<file path="src/fbu_pkg.sv">
`default_nettype none
package fbu_pkg;
	// Line control register layout
	localparam int LC_WIDTH = 10;
	localparam int LC_ENABLE_POS = 0;
	localparam int LC_EOT_POS = 4;
	localparam int LC_HSE_POS = 5;
	localparam int LC_TX_EN_POS = 8;
	localparam int LC_RX_EN_POS = 9;
	localparam logic [9:0] LC_RESET = 10'h300;
	// Frame format register layout
	localparam int FF_WIDTH = 8;
	localparam int FF_BREAK_POS = 0;
	localparam int FF_PAR_EN_POS = 1;
	localparam int FF_EVEN_POS = 2;
	localparam int FF_STOP2_POS = 3;
	localparam int FF_WLEN_LSB = 5;
	localparam int FF_STICK_POS = 7;
	// Divisor and shadow register
	localparam int BAUD_INT_WIDTH = 16;
	localparam int BAUD_FRAC_WIDTH = 6;
	localparam int DIV_REG_WIDTH = 30;
	localparam logic [29:0] DIV_REG_RESET = 30'h0000_0000;
	// Oversampling: last tick index of a bit and of half a bit
	localparam int OSR_X16 = 16;
	localparam int OSR_X8 = 8;
	localparam logic [3:0] BIT_LAST_X16 = 4'hF;
	localparam logic [3:0] BIT_LAST_X8 = 4'h7;
	localparam logic [3:0] HALF_LAST_X16 = 4'h7;
	localparam logic [3:0] HALF_LAST_X8 = 4'h3;
	localparam int RX_TIMEOUT_BITS = 32;
	// Data path
	localparam int DATA_WIDTH = 8;
	localparam int FIFO_DEPTH = 16;
	localparam int ST_WIDTH = 4;
	localparam int ST_FE = 0;
	localparam int ST_PE = 1;
	localparam int ST_BE = 2;
	localparam int ST_OE = 3;
	// Event bit positions
	localparam int EV_WIDTH = 7;
	localparam int EV_RX = 0;
	localparam int EV_TX = 1;
	localparam int EV_RT = 2;
	localparam int EV_FE = 3;
	localparam int EV_PE = 4;
	localparam int EV_BE = 5;
	localparam int EV_OE = 6;
	// FIFO level select codes
	localparam logic [2:0] LVL_1_8 = 3'h0;
	localparam logic [2:0] LVL_1_4 = 3'h1;
	localparam logic [2:0] LVL_1_2 = 3'h2;
	localparam logic [2:0] LVL_3_4 = 3'h3;
	localparam logic [2:0] LVL_7_8 = 3'h4;
	// Serial frame phases, shared by both directions
	typedef enum logic [2:0] {PH_IDLE, PH_START, PH_DATA, PH_PARITY, PH_STOP} fbu_phase_type;
endpackage
`default_nettype wire

</file>
<file path="src/fbu_uart.sv">
`timescale 1ns/100ps
`default_nettype none

module fbu_fifo #(
	parameter int WIDTH = 8,
	parameter int DEPTH = fbu_pkg::FIFO_DEPTH
) (
	// Clock and reset
	input wire logic clk,
	input wire logic rst,
	// Fill side
	input wire logic in_valid,
	output logic in_ready,
	input wire logic [WIDTH-1:0] in_data,
	// Drain side
	output logic out_valid,
	input wire logic out_ready,
	output logic [WIDTH-1:0] out_data,
	output logic [$clog2(DEPTH+1)-1:0] level
);
	localparam int AW = $clog2(DEPTH);
	localparam int CW = $clog2(DEPTH + 1);
	logic [WIDTH-1:0] mem [DEPTH];
	logic [AW-1:0] wr_ptr;
	logic [AW-1:0] rd_ptr;
	logic [CW-1:0] count;
	wire push = in_valid && in_ready;
	wire pop = out_valid && out_ready;

	// Full refuses writes even when a read happens in the same cycle
	assign in_ready = count != CW'(DEPTH);
	assign out_valid = count != '0;
	assign out_data = mem[rd_ptr];
	assign level = count;

	// Pointers wrap naturally, so depth must be a power of two
	always_ff @(posedge clk or posedge rst) begin
		if (rst) begin
			wr_ptr <= '0;
			rd_ptr <= '0;
			count <= '0;
		end else begin
			if (push)
				wr_ptr <= wr_ptr + 1'h1;
			if (pop)
				rd_ptr <= rd_ptr + 1'h1;
			count <= count + CW'(push) - CW'(pop);
		end
	end

	// Storage has no reset, only the pointers matter
	always_ff @(posedge clk) begin
		if (push)
			mem[wr_ptr] <= in_data;
	end
endmodule

module fbu_uart #(
	parameter int FIFO_DEPTH = fbu_pkg::FIFO_DEPTH
) (
	// Clock and reset
	input wire logic CORE_CLK,
	input wire logic RST,
	// Line control register
	input wire logic [fbu_pkg::LC_WIDTH-1:0] LINE_CTRL_DATA,
	input wire logic LINE_CTRL_WR,
	output logic [fbu_pkg::LC_WIDTH-1:0] LINE_CTRL_Q,
	// Divisors and frame format
	input wire logic [fbu_pkg::BAUD_INT_WIDTH-1:0] BAUD_INT_DIVISOR,
	input wire logic [fbu_pkg::BAUD_FRAC_WIDTH-1:0] BAUD_FRAC_DIVISOR,
	input wire logic [fbu_pkg::FF_WIDTH-1:0] FRAME_FORMAT_DATA,
	input wire logic FRAME_FORMAT_WR,
	// FIFO level selects
	input wire logic [2:0] TX_LEVEL_SELECT,
	input wire logic [2:0] RX_LEVEL_SELECT,
	// Events
	input wire logic [fbu_pkg::EV_WIDTH-1:0] IRQ_MASK_BITS,
	input wire logic [fbu_pkg::EV_WIDTH-1:0] IRQ_CLEAR,
	output logic [fbu_pkg::EV_WIDTH-1:0] RAW_IRQ_STATUS,
	output logic [fbu_pkg::EV_WIDTH-1:0] MASKED_IRQ_STATUS,
	output logic IRQ,
	// Transmit stream
	input wire logic [fbu_pkg::DATA_WIDTH-1:0] TX_DATA,
	input wire logic TX_VALID,
	output logic TX_READY,
	// Receive stream
	output logic [fbu_pkg::DATA_WIDTH-1:0] RX_DATA,
	output logic [fbu_pkg::ST_WIDTH-1:0] RX_STATUS,
	output logic RX_VALID,
	input wire logic RX_READY,
	// Status and serial lines
	output logic BUSY,
	input wire logic SERIAL_RX_LINE,
	output logic SERIAL_TX_LINE
);
	localparam int CW = $clog2(FIFO_DEPTH + 1);
	localparam int RXW = fbu_pkg::DATA_WIDTH + fbu_pkg::ST_WIDTH;
	localparam logic [9:0] RT_LAST_X16 = 10'(fbu_pkg::RX_TIMEOUT_BITS * fbu_pkg::OSR_X16 - 1);
	localparam logic [9:0] RT_LAST_X8 = 10'(fbu_pkg::RX_TIMEOUT_BITS * fbu_pkg::OSR_X8 - 1);

	// Threshold in entries for a level select code
	function automatic logic [CW-1:0] level_threshold(input logic [2:0] sel);
		logic [CW-1:0] thr;
		thr = CW'(FIFO_DEPTH / 2);
		case (sel)
			fbu_pkg::LVL_1_8: thr = CW'(FIFO_DEPTH / 8);
			fbu_pkg::LVL_1_4: thr = CW'(FIFO_DEPTH / 4);
			fbu_pkg::LVL_1_2: thr = CW'(FIFO_DEPTH / 2);
			fbu_pkg::LVL_3_4: thr = CW'(FIFO_DEPTH * 3 / 4);
			fbu_pkg::LVL_7_8: thr = CW'(FIFO_DEPTH * 7 / 8);
			default: thr = CW'(FIFO_DEPTH / 2);
		endcase
		return thr;
	endfunction

	// Parity of a character, with stick parity forcing a constant
	function automatic logic parity_bit(input logic [7:0] d, input logic even, input logic stick);
		logic p;
		p = even ? ^d : ~^d;
		if (stick)
			p = ~even;
		return p;
	endfunction

	// Line control register, both direction enables set but the module enable clear out of reset
	logic [fbu_pkg::LC_WIDTH-1:0] line_ctrl;
	always_ff @(posedge CORE_CLK or posedge RST) begin
		if (RST)
			line_ctrl <= fbu_pkg::LC_RESET;
		else if (LINE_CTRL_WR)
			line_ctrl <= LINE_CTRL_DATA;
	end
	assign LINE_CTRL_Q = line_ctrl;
	wire module_en = line_ctrl[fbu_pkg::LC_ENABLE_POS];
	wire eot_sel = line_ctrl[fbu_pkg::LC_EOT_POS];
	wire high_speed_bit = line_ctrl[fbu_pkg::LC_HSE_POS];
	wire tx_go = module_en && line_ctrl[fbu_pkg::LC_TX_EN_POS];
	wire rx_go = module_en && line_ctrl[fbu_pkg::LC_RX_EN_POS];

	// Shadow of divisors and frame format; divisor writes wait for a frame-format write
	logic [fbu_pkg::DIV_REG_WIDTH-1:0] div_reg;
	always_ff @(posedge CORE_CLK or posedge RST) begin
		if (RST)
			div_reg <= fbu_pkg::DIV_REG_RESET;
		else if (FRAME_FORMAT_WR)
			div_reg <= {BAUD_INT_DIVISOR, BAUD_FRAC_DIVISOR, FRAME_FORMAT_DATA};
	end
	wire [15:0] div_int = div_reg[29:14];
	wire [5:0] div_frac = div_reg[13:8];
	wire [7:0] fmt = div_reg[7:0];
	wire send_break = fmt[fbu_pkg::FF_BREAK_POS];
	wire par_en = fmt[fbu_pkg::FF_PAR_EN_POS];
	wire par_even = fmt[fbu_pkg::FF_EVEN_POS];
	wire stop2 = fmt[fbu_pkg::FF_STOP2_POS];
	wire par_stick = fmt[fbu_pkg::FF_STICK_POS];
	wire [1:0] wlen = fmt[fbu_pkg::FF_WLEN_LSB+1:fbu_pkg::FF_WLEN_LSB];
	wire [2:0] nbits_last = {1'h0, wlen} + 3'h4;
	wire [7:0] len_mask = 8'hFF >> (2'h3 - wlen);

	// Oversampling selection: 16 ticks a bit normally, 8 in high-speed mode
	wire [3:0] bit_last = high_speed_bit ? fbu_pkg::BIT_LAST_X8 : fbu_pkg::BIT_LAST_X16;
	wire [3:0] half_last = high_speed_bit ? fbu_pkg::HALF_LAST_X8 : fbu_pkg::HALF_LAST_X16;
	wire [9:0] rt_last = high_speed_bit ? RT_LAST_X8 : RT_LAST_X16;

	// Fractional reference generator: period alternates int and int+1 by fraction carry
	logic [15:0] baud_cnt;
	logic [5:0] frac_acc;
	wire gen_run = div_int != 16'h0000;
	wire ref_tick = gen_run && baud_cnt == 16'h0000;
	wire [6:0] frac_sum = {1'h0, frac_acc} + {1'h0, div_frac};
	wire [15:0] reload = div_int - 16'h0001 + {15'h0000, frac_sum[6]};
	always_ff @(posedge CORE_CLK or posedge RST) begin
		if (RST) begin
			baud_cnt <= 16'h0000;
			frac_acc <= 6'h00;
		end else if (!gen_run) begin
			baud_cnt <= 16'h0000;
			frac_acc <= 6'h00;
		end else if (ref_tick) begin
			baud_cnt <= reload;
			frac_acc <= frac_sum[5:0];
		end else begin
			baud_cnt <= baud_cnt - 16'h0001;
		end
	end

	// Transmit FIFO; the shifter's load strobe doubles as its pop
	wire tx_load;
	wire [7:0] tx_word;
	wire tx_pop_valid;
	wire [CW-1:0] tx_level;
	fbu_fifo #(.WIDTH(fbu_pkg::DATA_WIDTH), .DEPTH(FIFO_DEPTH)) tx_fifo (
		.clk(CORE_CLK),
		.rst(RST),
		.in_valid(TX_VALID),
		.in_ready(TX_READY),
		.in_data(TX_DATA),
		.out_valid(tx_pop_valid),
		.out_ready(tx_load),
		.out_data(tx_word),
		.level(tx_level)
	);

	// Transmit shifter
	fbu_pkg::fbu_phase_type tx_phase;
	logic [3:0] tx_cnt;
	logic [2:0] tx_idx;
	logic [7:0] tx_shift;
	logic tx_par;
	logic tx_stop2nd;
	logic tx_line;
	assign tx_load = tx_phase == fbu_pkg::PH_IDLE && tx_go && tx_pop_valid;
	wire [7:0] tx_masked = tx_word & len_mask;
	// A disable only blocks the next load; the running frame always completes
	always_ff @(posedge CORE_CLK or posedge RST) begin
		if (RST) begin
			tx_phase <= fbu_pkg::PH_IDLE;
			tx_cnt <= 4'h0;
			tx_idx <= 3'h0;
			tx_shift <= 8'h00;
			tx_par <= 1'h0;
			tx_stop2nd <= 1'h0;
		end else if (tx_load) begin
			tx_phase <= fbu_pkg::PH_START;
			tx_cnt <= 4'h0;
			tx_idx <= 3'h0;
			tx_shift <= tx_masked;
			tx_par <= parity_bit(tx_masked, par_even, par_stick);
			tx_stop2nd <= 1'h0;
		end else if (ref_tick && tx_phase != fbu_pkg::PH_IDLE) begin
			tx_cnt <= tx_cnt + 4'h1;
			if (tx_cnt == bit_last) begin
				tx_cnt <= 4'h0;
				unique case (tx_phase)
					fbu_pkg::PH_IDLE: ;
					fbu_pkg::PH_START: tx_phase <= fbu_pkg::PH_DATA;
					fbu_pkg::PH_DATA: begin
						tx_shift <= tx_shift >> 1;
						tx_idx <= tx_idx + 3'h1;
						if (tx_idx == nbits_last)
							tx_phase <= par_en ? fbu_pkg::PH_PARITY : fbu_pkg::PH_STOP;
					end
					fbu_pkg::PH_PARITY: tx_phase <= fbu_pkg::PH_STOP;
					fbu_pkg::PH_STOP: begin
						if (stop2 && !tx_stop2nd)
							tx_stop2nd <= 1'h1;
						else
							tx_phase <= fbu_pkg::PH_IDLE;
					end
				endcase
			end
		end
	end

	// Line level per phase; break holds the line low
	wire next_tx_line = send_break ? 1'h0 :
		tx_phase == fbu_pkg::PH_START ? 1'h0 :
		tx_phase == fbu_pkg::PH_DATA ? tx_shift[0] :
		tx_phase == fbu_pkg::PH_PARITY ? tx_par : 1'h1;
	wire busy_now = tx_pop_valid || tx_phase != fbu_pkg::PH_IDLE;
	logic busy_q;
	always_ff @(posedge CORE_CLK or posedge RST) begin
		if (RST) begin
			tx_line <= 1'h1;
			busy_q <= 1'h0;
		end else begin
			tx_line <= next_tx_line;
			busy_q <= busy_now;
		end
	end
	assign SERIAL_TX_LINE = tx_line;
	assign BUSY = busy_q;
	wire busy_fall = busy_q && !busy_now;

	// Receive sampler; line is synchronous to the core clock already
	fbu_pkg::fbu_phase_type rx_phase;
	logic [3:0] rx_cnt;
	logic [2:0] rx_idx;
	logic [7:0] rx_shift;
	logic rx_pe;
	logic rx_ones;
	logic rx_high;
	wire rx_line = SERIAL_RX_LINE;
	always_ff @(posedge CORE_CLK or posedge RST) begin
		if (RST) begin
			rx_phase <= fbu_pkg::PH_IDLE;
			rx_cnt <= 4'h0;
			rx_idx <= 3'h0;
			rx_shift <= 8'h00;
			rx_pe <= 1'h0;
			rx_ones <= 1'h0;
			rx_high <= 1'h1;
		end else if (ref_tick) begin
			rx_high <= rx_line;
			rx_cnt <= rx_cnt + 4'h1;
			unique case (rx_phase)
				fbu_pkg::PH_IDLE: begin
					// Needs a high-to-low edge, so a held break cannot retrigger
					if (rx_go && rx_high && !rx_line) begin
						rx_phase <= fbu_pkg::PH_START;
						rx_cnt <= 4'h0;
					end
				end
				fbu_pkg::PH_START: begin
					if (rx_cnt == half_last) begin
						rx_cnt <= 4'h0;
						rx_phase <= rx_line ? fbu_pkg::PH_IDLE : fbu_pkg::PH_DATA;
						rx_idx <= 3'h0;
						rx_shift <= 8'h00;
						rx_pe <= 1'h0;
						rx_ones <= 1'h0;
					end
				end
				fbu_pkg::PH_DATA: begin
					if (rx_cnt == bit_last) begin
						rx_cnt <= 4'h0;
						rx_shift[rx_idx] <= rx_line;
						rx_ones <= rx_ones | rx_line;
						rx_idx <= rx_idx + 3'h1;
						if (rx_idx == nbits_last)
							rx_phase <= par_en ? fbu_pkg::PH_PARITY : fbu_pkg::PH_STOP;
					end
				end
				fbu_pkg::PH_PARITY: begin
					if (rx_cnt == bit_last) begin
						rx_cnt <= 4'h0;
						rx_pe <= rx_line != parity_bit(rx_shift, par_even, par_stick);
						rx_ones <= rx_ones | rx_line;
						rx_phase <= fbu_pkg::PH_STOP;
					end
				end
				fbu_pkg::PH_STOP: begin
					if (rx_cnt == bit_last) begin
						rx_cnt <= 4'h0;
						rx_phase <= fbu_pkg::PH_IDLE;
					end
				end
			endcase
		end
	end

	// Character completion and status assembly
	wire rx_done = ref_tick && rx_phase == fbu_pkg::PH_STOP && rx_cnt == bit_last;
	wire rx_fe = !rx_line;
	wire rx_be = !rx_line && !rx_ones;
	logic oe_pend;
	logic [fbu_pkg::ST_WIDTH-1:0] rx_status;
	always_comb begin
		rx_status = '0;
		rx_status[fbu_pkg::ST_FE] = rx_fe;
		rx_status[fbu_pkg::ST_PE] = rx_pe;
		rx_status[fbu_pkg::ST_BE] = rx_be;
		rx_status[fbu_pkg::ST_OE] = oe_pend;
	end
	wire rx_in_ready;
	wire [RXW-1:0] rx_out_word;
	wire rx_out_valid;
	wire [CW-1:0] rx_level;
	wire rx_push_ok = rx_done && rx_in_ready;
	wire rx_overrun = rx_done && !rx_in_ready;
	wire rx_pop = rx_out_valid && RX_READY;
	fbu_fifo #(.WIDTH(RXW), .DEPTH(FIFO_DEPTH)) rx_fifo (
		.clk(CORE_CLK),
		.rst(RST),
		.in_valid(rx_done),
		.in_ready(rx_in_ready),
		.in_data({rx_status, rx_shift}),
		.out_valid(rx_out_valid),
		.out_ready(RX_READY),
		.out_data(rx_out_word),
		.level(rx_level)
	);
	assign RX_DATA = rx_out_word[fbu_pkg::DATA_WIDTH-1:0];
	assign RX_STATUS = rx_out_word[RXW-1:fbu_pkg::DATA_WIDTH];
	assign RX_VALID = rx_out_valid;

	// A lost character is reported on the next one that fits
	always_ff @(posedge CORE_CLK or posedge RST) begin
		if (RST)
			oe_pend <= 1'h0;
		else if (rx_overrun)
			oe_pend <= 1'h1;
		else if (rx_push_ok)
			oe_pend <= 1'h0;
	end

	// Receive timeout counts reference ticks with data waiting and no traffic
	logic [9:0] rt_cnt;
	wire rx_activity = rx_push_ok || rx_pop;
	wire rt_fire = ref_tick && rx_out_valid && !rx_activity && rt_cnt == rt_last - 10'h001;
	always_ff @(posedge CORE_CLK or posedge RST) begin
		if (RST)
			rt_cnt <= 10'h000;
		else if (!rx_out_valid || rx_activity)
			rt_cnt <= 10'h000;
		else if (ref_tick && rt_cnt != rt_last)
			rt_cnt <= rt_cnt + 10'h001;
	end

	// Level crossings are edge events so a steady level does not refire after clear
	wire tx_lvl_hit = tx_level <= level_threshold(TX_LEVEL_SELECT);
	wire rx_lvl_hit = rx_level >= level_threshold(RX_LEVEL_SELECT);
	logic tx_lvl_d;
	logic rx_lvl_d;
	always_ff @(posedge CORE_CLK or posedge RST) begin
		if (RST) begin
			tx_lvl_d <= 1'h1;
			rx_lvl_d <= 1'h0;
		end else begin
			tx_lvl_d <= tx_lvl_hit;
			rx_lvl_d <= rx_lvl_hit;
		end
	end

	// Event sources
	logic [fbu_pkg::EV_WIDTH-1:0] ev_set;
	always_comb begin
		ev_set = '0;
		ev_set[fbu_pkg::EV_RX] = rx_lvl_hit && !rx_lvl_d;
		ev_set[fbu_pkg::EV_TX] = eot_sel ? busy_fall : tx_lvl_hit && !tx_lvl_d;
		ev_set[fbu_pkg::EV_RT] = rt_fire;
		ev_set[fbu_pkg::EV_FE] = rx_done && rx_fe;
		ev_set[fbu_pkg::EV_PE] = rx_done && rx_pe;
		ev_set[fbu_pkg::EV_BE] = rx_done && rx_be;
		ev_set[fbu_pkg::EV_OE] = rx_overrun;
	end

	// Raw status: a set in the clearing cycle wins
	logic [fbu_pkg::EV_WIDTH-1:0] raw;
	wire [fbu_pkg::EV_WIDTH-1:0] empty_clr = rx_out_valid ? 7'h00 : 7'h01 << fbu_pkg::EV_RT;
	always_ff @(posedge CORE_CLK or posedge RST) begin
		if (RST)
			raw <= '0;
		else
			raw <= (raw & ~(IRQ_CLEAR | empty_clr)) | ev_set;
	end
	assign RAW_IRQ_STATUS = raw;
	assign MASKED_IRQ_STATUS = raw & IRQ_MASK_BITS;
	assign IRQ = |MASKED_IRQ_STATUS;
endmodule
`default_nettype wire

</file>
<file path="config.mk">
export PLATFORM = sky130hd
export DESIGN_NAME = fbu_uart
export DESIGN_NICKNAME = d
export VERILOG_FILES = /design/src/fbu_pkg.sv /design/src/fbu_uart.sv
export SDC_FILE = /design/constraint.sdc
export NUM_CORES = 1
export LEC_CHECK = 0
export BUFFER_PORTS_ARGS = -buffer_cell sky130_fd_sc_hd__buf_2
export CORE_MARGIN = 2
export CORE_UTILIZATION = 55
export CTS_BUF_LIST = sky130_fd_sc_hd__clkbuf_4
export DETAILED_ROUTE_END_ITERATION = 10
export PLACE_DENSITY = 0.76
export SLEW_MARGIN = 20
export SYNTH_ARGS = -nofsm -noshare
export SYNTH_HDL_FRONTEND = slang
export SYNTH_SLANG_ARGS = --single-unit
</file>
<file path="constraint.sdc">
create_clock -name CORE_CLK -period 8.3 [get_ports CORE_CLK]
set_input_delay 1.245 -clock CORE_CLK [delete_from_list [all_inputs] [get_ports CORE_CLK]]
set_output_delay 1.245 -clock CORE_CLK [all_outputs]
set_load 0.02 [all_outputs]
</file>
==> out/summary.txt <==
status: complete, no violations
crit-path max FO: 12
Final Core Density: 62.6%
Final Setup Violations: 0
gr usage total: 21.1%
Synthesis Warnings: 0
Max-Cap Viols: 0
worst path required time: 8700 ps
RSZ-0062 raised after global routing: no
CP Cell Sequence: or4_4 -> or4_4 -> nor4_4 -> nand2b_1 -> nor4bb_2 -> nand2_1 -> nor2_1
CTS tree: built
Die W: 197 um
Hold Vio Cnt, Final: 0
Top FF cell, synth: edfxtp_1
max_slew headroom: 28.2%
worst-case clock buffer depth: 3
DRC: 0
total power: 0.00620 W
Final Skew: 53.6 ps
Placement Setup Slack: 3530 ps
Sink Count: 470
area leader, netlist: edfxtp_1
initial antenna violation count: 3
clock buffer count from CTS: 115
Via density: 5.61
Cell Area, Synth: 0.0204 mm^2
Largest register FFs: 192
max-slew violation count: 0
met1 Use GR: 26.7%
dpl hpwl: 25600 um
Final TNS setup: 0 ps
cts-stage hold buffer count: 0
DRT Wirelength: 39400 um
worst setup slack after layout: 3610 ps
fmax: 0.213 GHz
global-route wire length before repair: 63200 um
Initial DRT Pass Iterations: 5
via count: 11700
drt wl/cell: 18.9 um
flops & latches, synth: 470
Synth Instances: 1350
register area share after synthesis: 65.6%
Overflow after GRT: 0
worst skew pair latency: 820 ps
Area Growth Syn to Fin: 12.2%
Detailed Route Iter0 Violations: 871
minimum clock period: 4690 ps
Port-buffer cells: 114
num ports: 116
Worst path slowest cell: nor4bb_2
CP Launch Type: register
Post-CTS Setup Inserts: 0
period utilization: 56.5%
asr flop ratio synth: 31.9%
Most Used Layer, Global Route: met2
Die ar.: 0.0386 mm^2
global placement routability congestion: 0.801
count leader, synth: edfxtp_1
PwrDens: 271 mW/mm^2
cts repair resizes: 0
top cells by count, synth: 320 x edfxtp_1, 145 x dfrtp_1, 89 x nor2_1
CP most frequent cell: or4_4
Die Height: 197 um
layout cells sized above 1: 28.5%
Synth cell types: 69
Arr. time, crit path: 5090 ps
Post-Syn Area per Cell: 15.1 um^2
clk slew on worst S/H paths: 70 ps
fillcell total: 2707
# nets final: 1649
initial core utilization: 55.8%
GR Layer Usage met2: 35.7%
Rows: 70
Worst Hold Class: register to register
maximum vdd ir drop: 0.000203 V
Pleak: 9.02 nW
Core ar.: 0.0365 mm^2
htree depth: 3
antenna violation net count after detailed routing: 0
CTS Root Cell: clkbuf_4
syn nets: 1472
EDFF count, synth: 320
CP Capture Type: register
vias in the first global route: 12200
synth top area cells: edfxtp_1 47%, dfrtp_1 18%, mux4_2 9.7%
Synth top area share: 47.1%
slowest stage delay, CP: 920 ps
crit path kind: register to register
largest net degree at the start of global routing: 97
Slew @ Worst Pin: 1070 ps
Global Route met3 Usage: 4.76%
worst max-delay path, delay by kind of cell, from the launching register on:
family | cells | cell delay [ps]
flip-flops | 1 | 430
AND/OR/NAND/NOR | 7 | 3850
cell type report:
| class | instances | area, um^2 | area share (%) |
|---|---|---|---|
| sequential | 470 | 13400 | 58.5 |
| antenna | 4 | 10.0 | 0.0438 |
| clock inverter | 43 | 175 | 0.766 |
| inverter | 57 | 219 | 0.957 |
| tap | 468 | 586 | 2.56 |
| multi-input combinational | 756 | 6600 | 28.8 |
| timing repair buffer | 127 | 688 | 3.01 |
| clock buffer | 163 | 1220 | 5.35 |
placed cells by master, fill, tap and decap left out, types with 21 or more instances in the layout:
cell type	count
mux4_2	88
nand2_1	86
nor3_1	21
xnor2_1	48
nor2_1	80
o21ai_0	54
nand3_1	22
mux2_2	40
ha_1	44
clkbuf_4	163
buf_2	114
a21oi_1	34
edfxtp_1	320
dfrtp_1	142
xor2_1	28
clkinv_1	32
inv_1	54
path summary, 6_finish.rpt:
kind / end / start / cells after the start / slack [ps]
hold / removal: SERIAL_TX_LINE / div_reg[0] / 1 / 400
max in group asynchronous: tx_fifo.rd_ptr[0] / RST / 3 / 6320
setup / recovery: rx_fifo.mem[15][10] / baud_cnt[6] / 7 / 3610
min in group asynchronous: frac_acc[0] / RST / 2 / 630
setup reg to reg: rx_fifo.mem[15][10] / baud_cnt[6] / 7 / 3610
hold reg to reg: SERIAL_TX_LINE / div_reg[0] / 1 / 400
power by group:
part / switching, W / internal (W) / leakage (nW)
sequential: 0.000221 / 0.00273 / 5.16
combinational: 0.000741 / 0.000724 / 3.01
clock: 0.000887 / 0.000904 / 0.847
layer usage:
metal  part of all wire (%)  vias to the layer above
met5                      0                        -
met4                    2.4                        0
met3                    4.8                       75
met2                     51                      289
met1                     42                     5814
li1                       -                     5540
kinds of logic after synthesis:
| group | after synthesis | share of synthesized area, % |
|---|---|---|
| AOI/OAI and AO/OA | 156 | 4.76 |
| xor gates and xnor gates | 78 | 3.49 |
| adders and majority gates | 47 | 2.99 |
| buffers and inverters | 124 | 2.37 |
| DFF | 470 | 65.6 |
| muxes | 147 | 12.9 |
| and+or+nand+nor | 328 | 7.95 |
metrics by stage:
step | hold WS (ps) | cells | area [um^2]
5_1_grt | 419 | 2088 | 22900
2_1_floorplan | 365 | 1350 | 20400
6_report | 395 | 2088 | 22900
4_1_cts | 395 | 2083 | 22800
3_5_place_dp | 383 | 1877 | 21400
3_3_place_gp | 378 | 1877 | 21400
Power figures use the tool's default switching activity.
